**src/logic/dcc_pkg.sv**
```systemverilog
/*
 * constants for the debug comparator channel block: register indices,
 * control field positions, reset values and own register layout.
 * assumes a 32-bit apb slave, byte address equals four times the index.
 */
package dcc_pkg;
    // comparator window indices, byte address is index * 4
    localparam logic [7:0] IDX_CTL = 8'h28;
    localparam logic [7:0] IDX_AH = 8'h29;
    localparam logic [7:0] IDX_AM = 8'h2a;
    localparam logic [7:0] IDX_AL = 8'h2b;
    localparam logic [7:0] IDX_DH = 8'h2c;
    localparam logic [7:0] IDX_DL = 8'h2d;
    localparam logic [7:0] IDX_MH = 8'h2e;
    localparam logic [7:0] IDX_ML = 8'h2f;
    // block control, breakpoint enable and interrupt registers
    localparam logic [7:0] IDX_DBG_CTL = 8'h30;
    localparam logic [7:0] IDX_BRK_EN = 8'h31;
    localparam logic [7:0] IDX_IRQ_STAT = 8'h32;
    localparam logic [7:0] IDX_IRQ_CLR = 8'h33;
    localparam logic [7:0] IDX_IRQ_EN = 8'h34;
    // control register bit positions
    localparam int CTL_SIZE_EN = 7;
    localparam int CTL_SIZE_VAL = 6;
    localparam int CTL_NOT_DATA = 6;
    localparam int CTL_TAG = 5;
    localparam int CTL_BRK = 4;
    localparam int CTL_DIR_VAL = 3;
    localparam int CTL_DIR_EN = 2;
    localparam int CTL_ON = 0;
    // control bits implemented on data channels (bit 7 absent)
    localparam logic [7:0] CTL_MASK_DATA = 8'h7f;
    localparam logic [7:0] CTL_MASK_ADDR = 8'hff;
    // debug control register fields
    localparam int DC_VIEW_LSB = 0;
    localparam int DC_ARM = 2;
    // status bits: four channel matches then the break event
    localparam int ST_BREAK = 4;
    localparam int ST_W = 5;
    // reset values
    localparam logic [7:0] CTL_RST = 8'h00;
    localparam logic [6:0] AH_RST = 7'h00;
    localparam logic [7:0] BYTE_RST = 8'h00;
    // view codes
    localparam logic [1:0] VIEW_A = 2'h0;
    localparam logic [1:0] VIEW_B = 2'h1;
    localparam logic [1:0] VIEW_C = 2'h2;
    localparam logic [1:0] VIEW_D = 2'h3;
endpackage : dcc_pkg

```
**src/logic/dcc_match.sv**
```systemverilog
/*
 * match logic for one comparator channel: address, masked data,
 * direction and size qualifiers, plus opcode tagging.
 * assumes bus and execution inputs come from logic on mclk_i.
 */
`timescale 1ns/1ps
module dcc_match #(
    parameter bit HAS_DATA = 1'b1,
    parameter int AW = 23,
    parameter int DW = 16
) (
    input wire logic mclk_i,
    input wire logic rst_i,
    input wire logic [7:0] ctl_i,
    input wire logic [AW-1:0] cmp_addr_i,
    input wire logic [DW-1:0] cmp_data_i,
    input wire logic [DW-1:0] cmp_mask_i,
    input wire logic bus_valid_i,
    input wire logic [AW-1:0] bus_addr_i,
    input wire logic [DW-1:0] bus_data_i,
    input wire logic bus_read_i,
    input wire logic bus_byte_i,
    input wire logic exec_valid_i,
    input wire logic [AW-1:0] exec_addr_i,
    output logic hit_o
);
    logic tag_sel, addr_ok, data_ok, dir_ok, size_ok, raw, fire;
    logic tag_q;

    // qualifiers; tagging drops data, direction and size checks
    always_comb begin
        tag_sel = ctl_i[dcc_pkg::CTL_TAG];
        addr_ok = (bus_addr_i == cmp_addr_i);
        data_ok = !HAS_DATA || tag_sel
            || ((((bus_data_i ^ cmp_data_i) & cmp_mask_i) != '0)
                == ctl_i[dcc_pkg::CTL_NOT_DATA]);
        dir_ok = tag_sel || !ctl_i[dcc_pkg::CTL_DIR_EN]
            || (bus_read_i == ctl_i[dcc_pkg::CTL_DIR_VAL]);
        size_ok = HAS_DATA || tag_sel
            || !ctl_i[dcc_pkg::CTL_SIZE_EN]
            || (bus_byte_i == ctl_i[dcc_pkg::CTL_SIZE_VAL]);
        raw = ctl_i[dcc_pkg::CTL_ON] && bus_valid_i && addr_ok
            && data_ok && dir_ok && size_ok;
        fire = tag_q && exec_valid_i && (exec_addr_i == cmp_addr_i);
    end

    // opcode tag: set by a match, consumed when the opcode executes
    always_ff @(posedge mclk_i) begin
        if (rst_i || !ctl_i[dcc_pkg::CTL_ON] || !tag_sel) begin
            tag_q <= 1'b0;
        end else if (raw) begin
            tag_q <= 1'b1;
        end else if (fire) begin
            tag_q <= 1'b0;
        end
    end

    // registered channel trigger
    always_ff @(posedge mclk_i) begin
        if (rst_i) begin
            hit_o <= 1'b0;
        end else begin
            hit_o <= tag_sel ? fire : raw;
        end
    end
endmodule : dcc_match

```
**src/logic/dcc_top.sv**
```systemverilog
/*
 * debug comparator channel block: four comparators (a and c with data,
 * b and d address only) seen through one eight-byte window on apb,
 * arming, immediate break and a sticky interrupt status.
 * assumes the processor bus and execution stage run on mclk_i.
 */
// Our own choice: the APB slave port.
`timescale 1ns/1ps
module dcc_top #(
    parameter int AW = 23,
    parameter int DW = 16
) (
    input wire logic mclk_i,
    input wire logic rst_i,
    input wire logic psel_i,
    input wire logic penable_i,
    input wire logic pwrite_i,
    input wire logic [11:0] paddr_i,
    input wire logic [31:0] pwdata_i,
    input wire logic [3:0] pstrb_i,
    output logic [31:0] prdata_o,
    output logic pready_o,
    output logic pslverr_o,
    input wire logic bus_valid_i,
    input wire logic [AW-1:0] bus_addr_i,
    input wire logic [DW-1:0] bus_data_i,
    input wire logic bus_read_i,
    input wire logic bus_byte_i,
    input wire logic exec_valid_i,
    input wire logic [AW-1:0] exec_addr_i,
    output logic [3:0] trigger_o,
    output logic break_o,
    output logic armed_o,
    output logic irq_o
);
    ////////////////////////////////////////////////////////////////////
    // storage
    logic [7:0] ctl_q [4];
    logic [6:0] ah_q [4];
    logic [7:0] am_q [4];
    logic [7:0] al_q [4];
    logic [15:0] dat_q [2];
    logic [15:0] msk_q [2];
    logic [1:0] view_q;
    logic brk_en_q;
    logic [dcc_pkg::ST_W-1:0] stat_q;
    logic [dcc_pkg::ST_W-1:0] irq_en_q;
    logic [3:0] hit;
    logic brk_hit;

    ////////////////////////////////////////////////////////////////////
    // apb decode
    logic [7:0] idx;
    logic aligned, acc, wr, lane0;
    logic win, has_data, mapped;
    logic [1:0] ch;
    logic dch;

    // true for views that show a data comparator
    function automatic logic view_has_data(input logic [1:0] v);
        return (v == dcc_pkg::VIEW_A) || (v == dcc_pkg::VIEW_C);
    endfunction : view_has_data

    always_comb begin
        idx = paddr_i[9:2];
        aligned = (paddr_i[1:0] == 2'h0) && (paddr_i[11:10] == 2'h0);
        acc = psel_i && penable_i && pready_o;
        wr = acc && pwrite_i;
        lane0 = pstrb_i[0];
        ch = view_q;
        dch = view_q[1];
        has_data = view_has_data(view_q);
        win = (idx >= dcc_pkg::IDX_CTL) && (idx <= dcc_pkg::IDX_ML);
        mapped = aligned && (win || (idx >= dcc_pkg::IDX_DBG_CTL
            && idx <= dcc_pkg::IDX_IRQ_EN));
    end

    // comparator writes are blocked while armed
    logic cw;
    assign cw = wr && lane0 && aligned && !armed_o;

    ////////////////////////////////////////////////////////////////////
    // comparator registers
    always_ff @(posedge mclk_i) begin
        if (rst_i) begin
            for (int i = 0; i < 4; i++) begin
                ctl_q[i] <= dcc_pkg::CTL_RST;
                ah_q[i] <= dcc_pkg::AH_RST;
                am_q[i] <= dcc_pkg::BYTE_RST;
                al_q[i] <= dcc_pkg::BYTE_RST;
            end
        end else if (cw) begin
            case (idx)
                dcc_pkg::IDX_CTL: begin
                    ctl_q[ch] <= pwdata_i[7:0] & (has_data
                        ? dcc_pkg::CTL_MASK_DATA
                        : dcc_pkg::CTL_MASK_ADDR);
                end
                dcc_pkg::IDX_AH: ah_q[ch] <= pwdata_i[6:0];
                dcc_pkg::IDX_AM: am_q[ch] <= pwdata_i[7:0];
                dcc_pkg::IDX_AL: al_q[ch] <= pwdata_i[7:0];
                default: ;
            endcase
        end
    end

    // data and mask bytes exist only behind data views
    always_ff @(posedge mclk_i) begin
        if (rst_i) begin
            for (int i = 0; i < 2; i++) begin
                dat_q[i] <= {dcc_pkg::BYTE_RST, dcc_pkg::BYTE_RST};
                msk_q[i] <= {dcc_pkg::BYTE_RST, dcc_pkg::BYTE_RST};
            end
        end else if (cw && has_data) begin
            case (idx)
                dcc_pkg::IDX_DH: dat_q[dch][15:8] <= pwdata_i[7:0];
                dcc_pkg::IDX_DL: dat_q[dch][7:0] <= pwdata_i[7:0];
                dcc_pkg::IDX_MH: msk_q[dch][15:8] <= pwdata_i[7:0];
                dcc_pkg::IDX_ML: msk_q[dch][7:0] <= pwdata_i[7:0];
                default: ;
            endcase
        end
    end

    ////////////////////////////////////////////////////////////////////
    // block control: view select, arming and breakpoint enable
    always_ff @(posedge mclk_i) begin
        if (rst_i) begin
            view_q <= dcc_pkg::VIEW_A;
            brk_en_q <= 1'b0;
        end else if (wr && lane0 && aligned) begin
            if (idx == dcc_pkg::IDX_DBG_CTL) begin
                view_q <= pwdata_i[dcc_pkg::DC_VIEW_LSB +: 2];
            end
            if (idx == dcc_pkg::IDX_BRK_EN) begin
                brk_en_q <= pwdata_i[0];
            end
        end
    end

    // software arms and disarms; a break disarms unless written same cycle
    always_ff @(posedge mclk_i) begin
        if (rst_i) begin
            armed_o <= 1'b0;
        end else if (wr && lane0 && aligned
                     && idx == dcc_pkg::IDX_DBG_CTL) begin
            armed_o <= pwdata_i[dcc_pkg::DC_ARM];
        end else if (brk_hit) begin
            armed_o <= 1'b0;
        end
    end

    ////////////////////////////////////////////////////////////////////
    // the four match channels
    genvar g;
    generate
        for (g = 0; g < 4; g++) begin : gen_ch
            localparam bit HD = (g == 0) || (g == 2);
            dcc_match #(
                .HAS_DATA(HD),
                .AW(AW),
                .DW(DW)
            ) u_match (
                .mclk_i(mclk_i),
                .rst_i(rst_i),
                .ctl_i(ctl_q[g]),
                .cmp_addr_i({ah_q[g], am_q[g], al_q[g]}),
                .cmp_data_i(dat_q[g/2]),
                .cmp_mask_i(msk_q[g/2]),
                .bus_valid_i(bus_valid_i),
                .bus_addr_i(bus_addr_i),
                .bus_data_i(bus_data_i),
                .bus_read_i(bus_read_i),
                .bus_byte_i(bus_byte_i),
                .exec_valid_i(exec_valid_i),
                .exec_addr_i(exec_addr_i),
                .hit_o(hit[g])
            );
        end
    endgenerate

    // a channel with break set ends the session while armed
    always_comb begin
        brk_hit = 1'b0;
        for (int i = 0; i < 4; i++) begin
            brk_hit = brk_hit
                || (hit[i] && ctl_q[i][dcc_pkg::CTL_BRK]);
        end
        brk_hit = brk_hit && armed_o;
    end

    ////////////////////////////////////////////////////////////////////
    // triggers and breakpoint toward the sequencer and cpu
    always_ff @(posedge mclk_i) begin
        if (rst_i) begin
            trigger_o <= 4'h0;
            break_o <= 1'b0;
        end else begin
            trigger_o <= armed_o ? hit : 4'h0;
            break_o <= brk_hit && brk_en_q;
        end
    end

    ////////////////////////////////////////////////////////////////////
    // sticky status, write-one clear, enable; a new event beats a clear
    logic [dcc_pkg::ST_W-1:0] ev, clr;
    always_comb begin
        ev = {brk_hit, armed_o ? hit : 4'h0};
        clr = '0;
        if (wr && lane0 && aligned && idx == dcc_pkg::IDX_IRQ_CLR) begin
            clr = pwdata_i[dcc_pkg::ST_W-1:0];
        end
    end

    always_ff @(posedge mclk_i) begin
        if (rst_i) begin
            stat_q <= '0;
        end else begin
            stat_q <= (stat_q & ~clr) | ev;
        end
    end

    always_ff @(posedge mclk_i) begin
        if (rst_i) begin
            irq_en_q <= '0;
        end else if (wr && lane0 && aligned
                     && idx == dcc_pkg::IDX_IRQ_EN) begin
            irq_en_q <= pwdata_i[dcc_pkg::ST_W-1:0];
        end
    end

    always_ff @(posedge mclk_i) begin
        if (rst_i) begin
            irq_o <= 1'b0;
        end else begin
            irq_o <= |(((stat_q & ~clr) | ev) & irq_en_q);
        end
    end

    ////////////////////////////////////////////////////////////////////
    // read mux
    logic [7:0] rd;
    always_comb begin
        rd = 8'h00;
        case (idx)
            dcc_pkg::IDX_CTL: rd = ctl_q[ch];
            dcc_pkg::IDX_AH: rd = {1'b0, ah_q[ch]};
            dcc_pkg::IDX_AM: rd = am_q[ch];
            dcc_pkg::IDX_AL: rd = al_q[ch];
            dcc_pkg::IDX_DH: rd = has_data ? dat_q[dch][15:8] : 8'h00;
            dcc_pkg::IDX_DL: rd = has_data ? dat_q[dch][7:0] : 8'h00;
            dcc_pkg::IDX_MH: rd = has_data ? msk_q[dch][15:8] : 8'h00;
            dcc_pkg::IDX_ML: rd = has_data ? msk_q[dch][7:0] : 8'h00;
            dcc_pkg::IDX_DBG_CTL: rd = {5'h00, armed_o, view_q};
            dcc_pkg::IDX_BRK_EN: rd = {7'h00, brk_en_q};
            dcc_pkg::IDX_IRQ_STAT: rd = {3'h0, stat_q};
            dcc_pkg::IDX_IRQ_EN: rd = {3'h0, irq_en_q};
            default: rd = 8'h00;
        endcase
        if (!aligned) begin
            rd = 8'h00;
        end
    end

    // one wait state: ready rises on the second access cycle, data with it
    always_ff @(posedge mclk_i) begin
        if (rst_i) begin
            pready_o <= 1'b0;
            pslverr_o <= 1'b0;
            prdata_o <= 32'h0000_0000;
        end else if (psel_i && penable_i && !pready_o) begin
            pready_o <= 1'b1;
            pslverr_o <= !mapped;
            prdata_o <= pwrite_i ? 32'h0000_0000 : {24'h00_0000, rd};
        end else begin
            pready_o <= 1'b0;
            pslverr_o <= 1'b0;
            prdata_o <= 32'h0000_0000;
        end
    end
endmodule : dcc_top

```
**config.mk**
```make
export PLATFORM = sky130hd
export DESIGN_NAME = dcc_top
export DESIGN_NICKNAME = d
export VERILOG_FILES = /design/src/logic/dcc_pkg.sv /design/src/logic/dcc_match.sv /design/src/logic/dcc_top.sv
export SDC_FILE = /design/constraint.sdc
export NUM_CORES = 1
export LEC_CHECK = 0
export BUFFER_PORTS_ARGS = -buffer_cell sky130_fd_sc_hd__buf_2
export CAP_MARGIN = 5
export CORE_ASPECT_RATIO = 1.4
export CORE_MARGIN = 1.5
export CORE_UTILIZATION = 53
export CTS_CLUSTER_SIZE = 30
export DETAILED_ROUTE_END_ITERATION = 7
export PLACE_DENSITY_LB_ADDON = 0.2
export REMOVE_ABC_BUFFERS = 1
export SETUP_SLACK_MARGIN = 0.3
export SKIP_LAST_GASP = 1
export SLEW_MARGIN = 40
export SYNTH_ARGS = -nofsm -noshare
export SYNTH_HDL_FRONTEND = slang
export SYNTH_SLANG_ARGS = --single-unit
```
**constraint.sdc**
```tcl
create_clock -name mclk_i -period 2.2 [get_ports mclk_i]
set_clock_uncertainty 0.15 [all_clocks]
set_input_delay 0.11 -clock mclk_i [delete_from_list [all_inputs] [get_ports mclk_i]]
set_output_delay 0.11 -clock mclk_i [all_outputs]
set_load 0.05 [all_outputs]
```
Word-level counts from Yosys, hierarchy flattened
Memories as Yosys holds them, arrays and structs flattened. A register that Yosys moved wholly into a read port is not among the register bits.
Index checks and enable logic that the tools add are counted.
- register bits after elaboration: 62
- bits in writable memories: 188
- bits of input ports: 119
- output and inout bits: 41
- logic and storage cells: 268
- memories: 6
- memories (name ; depth ; width ; rd ports ; clocked after memory_dff ; wr ports ; line ; RTL):
    al_q ; 4 ; 8 ; 5 ; 1 ; 4 ; dcc_top.sv:41 ; logic [7:0] al_q [4];
    am_q ; 4 ; 8 ; 5 ; 1 ; 4 ; dcc_top.sv:40 ; logic [7:0] am_q [4];
    ctl_q ; 4 ; 8 ; 5 ; 1 ; 4 ; dcc_top.sv:38 ; logic [7:0] ctl_q [4];
    dat_q ; 2 ; 16 ; 3 ; 1 ; 2 ; dcc_top.sv:42 ; logic [15:0] dat_q [2];
    msk_q ; 2 ; 16 ; 3 ; 1 ; 2 ; dcc_top.sv:43 ; logic [15:0] msk_q [2];
    ah_q ; 4 ; 7 ; 5 ; 1 ; 4 ; dcc_top.sv:39 ; logic [6:0] ah_q [4];
- magnitude comparators: 4
- equal/unequal tests: 30
- mux-type cells: 87
- bitwise gates (word level): 11
- reductions and logical operators: 110
- operators by type and width (cell ; count):
    23-bit == test ; 8
    8-bit by 6-bit == test with 1-bit output, second input constant ; 13
    8-bit case mux with 12 select lines ; 1
    8-bit 2-to-1 mux ; 8
    1-bit 2-to-1 mux ; 59
    1-bit logical AND ; 45
    16-bit bitwise AND ; 2
    16-bit 2-to-1 mux ; 2
    16-bit nonzero test ; 2
    16-bit OR reduction ; 2
    16-bit bitwise XOR ; 2
    2-bit 2-to-1 mux ; 14
    1-bit logical OR ; 27
    8-bit OR reduction ; 3
    1-bit logical NOT ; 17
    8-bit by 6-bit >= comparator with 1-bit output, second input constant ; 2
    8-bit by 6-bit less-or-equal comparator with 1-bit output, second input constant ; 2
    5-bit bitwise AND ; 2
    2-bit nonzero test ; 5
    8-bit bitwise AND ; 1
    1-bit == test ; 8
    7-bit 2-to-1 mux ; 1
    7-bit OR reduction ; 1
    2-bit logical NOT ; 3
    other kinds (10) ; 12

Depth between registers and ports, before layout
- depth after elaboration: 12
- mapped depth: 9
- mapped depth without buffers: 6

Cells and area by module
A second synthesis with hierarchy kept.
- cells, all modules: 1126
- area total of the unflattened synthesis: 13271.5 µm²
- by module, submodules not included (module ; times used ; cells each ; area an instance (µm²) ; sequential area each (µm²)):
    dcc_top ; 1 ; 772 ; 10336.2 ; 6286.0
    dcc_match (gen_ch[0].u_match ...) ; 2 ; 102 ; 828.3 ; 40.0
    dcc_match (gen_ch[1].u_match ...) ; 2 ; 75 ; 639.4 ; 40.0

Least setup slack after synthesis
No wires, ideal clock.
- kind: register -> register
- start point: register pready_o
- end point: memory al_q[0][0], enable pin
- library setup time: 326 ps
- arrival: 2146 ps
- data required time: 1724 ps
- path slack: -422 ps
- cell stages (with the launch flop): 7
- period minus slack after synthesis: 2622 ps
- cells stage by stage: dfxtp_1 -> inv_1 -> nor4_4 -> nand3_1 -> nor2_1 -> clkbuf_1 -> a21o_1
- RTL lines (item ; line ; RTL):
    from (decl) ; dcc_top.sv:22 ; output logic pready_o,
    from (signal assigned) ; dcc_top.sv:268 ; pready_o <= 1'b0;
    from (signal assigned) ; dcc_top.sv:272 ; pready_o <= 1'b1;
    from (signal assigned) ; dcc_top.sv:276 ; pready_o <= 1'b0;
    to (decl) ; dcc_top.sv:41 ;

==> impl_metrics.toml <==
[run_status]
status = "finished, violations left"
violations = "negative setup slack"

[cts]
numCtsBuffers = 22
cts_buffer_depth = 3
clkLatencyLatePin_ns = 0.52
htreeDepth = 1
cts.sinks = 228
cts_tree = "done"
clockRootBuffer = "clkbuf_16"
cts.clk_slew.worst_paths_ns = 0.06

[cells_and_area]
area_growth_pct = 28.2
diodes = 0
drive_gt1_frac = 0.350
nets = 1479
nFillCells = 1831
final_core_util = 0.690
seqCellArea_mm2 = 0.00645
mostFrequentLayoutCells = "188 x edfxtp_1, 159 x xor2_1, 109 x buf_2"
multi_input_area_mm2 = 0.00700
final_common_cell = "edfxtp_1"
final_area_mm2 = 0.0170

[grt]
grt_pass1_vias = 10400
antenna_found_initial = 0
grt_start_max_net_pins = 50
track_usage = 0.371
overflow = 0
grt_pass1_wl_um = 67800

[sta]
period_minus_slack_ns = 2.29
rsz0062_at_grt = "true"
final.period_utilization = 1.04
relSlewSlack = 0.516
clock.fmax_mhz = 437
tightestPinTransition_ns = 0.723
finalSetupViolCount = 3
finalHoldViolCount = 0
finalSetupTns_ns = -0.188
hold_ws_ns = 0.0258
finalMaxSlewViolations = 0
worst_slack_ns = -0.0880

[critical_path]
cp-end-kind = "flip-flop"
worst-r2r-setup-slack_ns = -0.09
startpoint_type = "flip-flop"
cp_max_fo = 2
critPathArrivalTime_ns = 2.53
worstPathRequired_ns = 2.44
crit_type = "flip-flop to flip-flop"

[synthesis]
synth_edf_count = 188
ys_ff_latch = 228
synth_compound_area_frac = 0.0509
synthCells = 1120
synth.avg_cell_area_um2 = 11.8
ys_types = 57
synth_top_family_by_area = "simple AND/OR/NAND/NOR gates"
synth_xor_area_frac = 0.147
ys_warn_count = 0
ys.flop_type = "edfxtp_1"
synth-async-reset-ratio = 0
muxShareOfSynthArea = 0.101
syn_area_mm2 = 0.0132
synth_fa_ha_area_frac = 0.000756
yosys.area_share.simple = 0.178
ys_seq_area_frac = 0.487

[placement]
placed_area_mm2 = 0.0149
port_buffers = 108
dpl.hpwl_um = 35900
post-place-ws_ns = -0.382
routabilityCongestion = 1.00

[floorplanning]
die_area_mm2 = 0.0260
die_h_um = 190
rows = 68
ioPinCount = 160
chipWidth_um = 137
core_area_mm2 = 0.0246
start_util = 0.538

[power_and_ir_drop]
ir_drop_uv = 690
leakagePower_nw = 6.96
power_density_mw_per_mm2 = 593

[run]
maxCapViolations = 0

[drt]
via_per_inst = 6.22
vias = 10500
drc = 0
wl_um = 48600
ant_nets = 0
wire_per_inst_um = 28.7
first_pass_iters = 5
drtIter0Drc = 995

[worst_hold_path]
hp-class = "primary input to flip-flop"
==> Yosys cell counts, drive strengths merged, types with 14 or more instances <==
| cell | instances | area, um^2 |
|---|---|---|
| a21oi | 16 | 80.1 |
| nand2 | 26 | 97.6 |
| and2 | 101 | 632 |
| nor4 | 37 | 274 |
| mux4 | 46 | 1040 |
| xor2 | 164 | 1440 |
| a21o | 14 | 105 |
| a22oi | 21 | 158 |
| clkbuf | 57 | 224 |
| buf | 35 | 228 |
| and3 | 97 | 607 |
| mux2i | 27 | 270 |
| edfxtp | 188 | 5650 |
| o21ai | 19 | 95.1 |
| nand4 | 29 | 181 |
| dfxtp | 40 | 801 |
| xnor2 | 58 | 508 |
| nor2 | 46 | 173 |
==> power breakdown <==
part | internal [mW] | switching, mW
registers | 4.77 | 0.146
logic | 0.482 | 0.801
clock network | 2.25 | 1.61
==> cell families after synthesis <==
| family | after synthesis |
|---|---|
| AND/OR/NAND/NOR | 398 |
| flip-flops | 228 |
| XOR/XNOR | 222 |
| AO/OA/AOI/OAI | 98 |
| buffers and inverters | 96 |
| multiplexers | 76 |
| adder cells (fa/ha/maj) | 1 |
| other | 1 |
==> state kept, by name, indices dropped and copies added, names as in the netlist, 2 cells and up, named ones only <==
register	flops
prdata_o	8
msk_q	32
ch	2
dat_q	32
gen_ch.u_match.tag_q	4
gen_ch.u_match.hit_o	4
irq_en_q	5
ah_q	28
ctl_q	32
trigger_o	4
stat_q	5
am_q	32
al_q	32
==> critical path: stages, from the launching register on <==
cell and delay [ns]:
edfxtp_1 0.45, xor2_1 0.31, nor4_2 0.40, nand2_2 0.21, or4_1 0.44, a21oi_1 0.16, nor3_1 0.06
==> cell type report <==
type,instances,share of cell area
clock buffer,32,0.0396
clock inverter,8,0.00413
inverter,4,0.000885
multi-input combinational,821,0.412
sequential,228,0.380
tap,315,0.0232
timing repair buffer,283,0.139
==> timing repair <==
| action | in CTS | in global routing |
|---|---|---|
| resized for setup | 83 | 96 |
| gates cloned | 1 | 8 |
| setup endpoints to repair | 279 | 343 |
| pin swaps | 53 | 41 |
| endpoints found under the hold margin | 18 | 0 |
| hold buffers | 10 | 0 |
| setup buffers | 21 | 21 |
==> worst paths after layout <==
| check | end | start | cells past startpoint |
|---|---|---|---|
| min | gen_ch[1].u_match.hit_o | exec_valid_i | 5 |
| min reg2reg | gen_ch[0].u_match.tag_q | gen_ch[0].u_match.tag_q | 2 |
| max | gen_ch[3].u_match.tag_q | am_q[3][6] | 6 |
| max reg2reg | gen_ch[3].u_match.tag_q | am_q[3][6] | 6 |
==> per-layer routing <==
layer	wire, um	track usage	vias up
met5	0	0	-
li1	-	-	4540
met1	16400	0.416	5191
met2	25100	0.646	624
met4	3570	0.235	0
met3	3560	0.0645	162
==> through the flow <==
stage,cells,power (mW)
2_1_floorplan,1053,5.48
3_3_place_gp,1590,6.13
3_5_place_dp,1590,6.14
4_1_cts,1662,9.99
5_1_grt,1691,10.3
6_report,1691,10.1
Power figures use the tool's default switching activity.
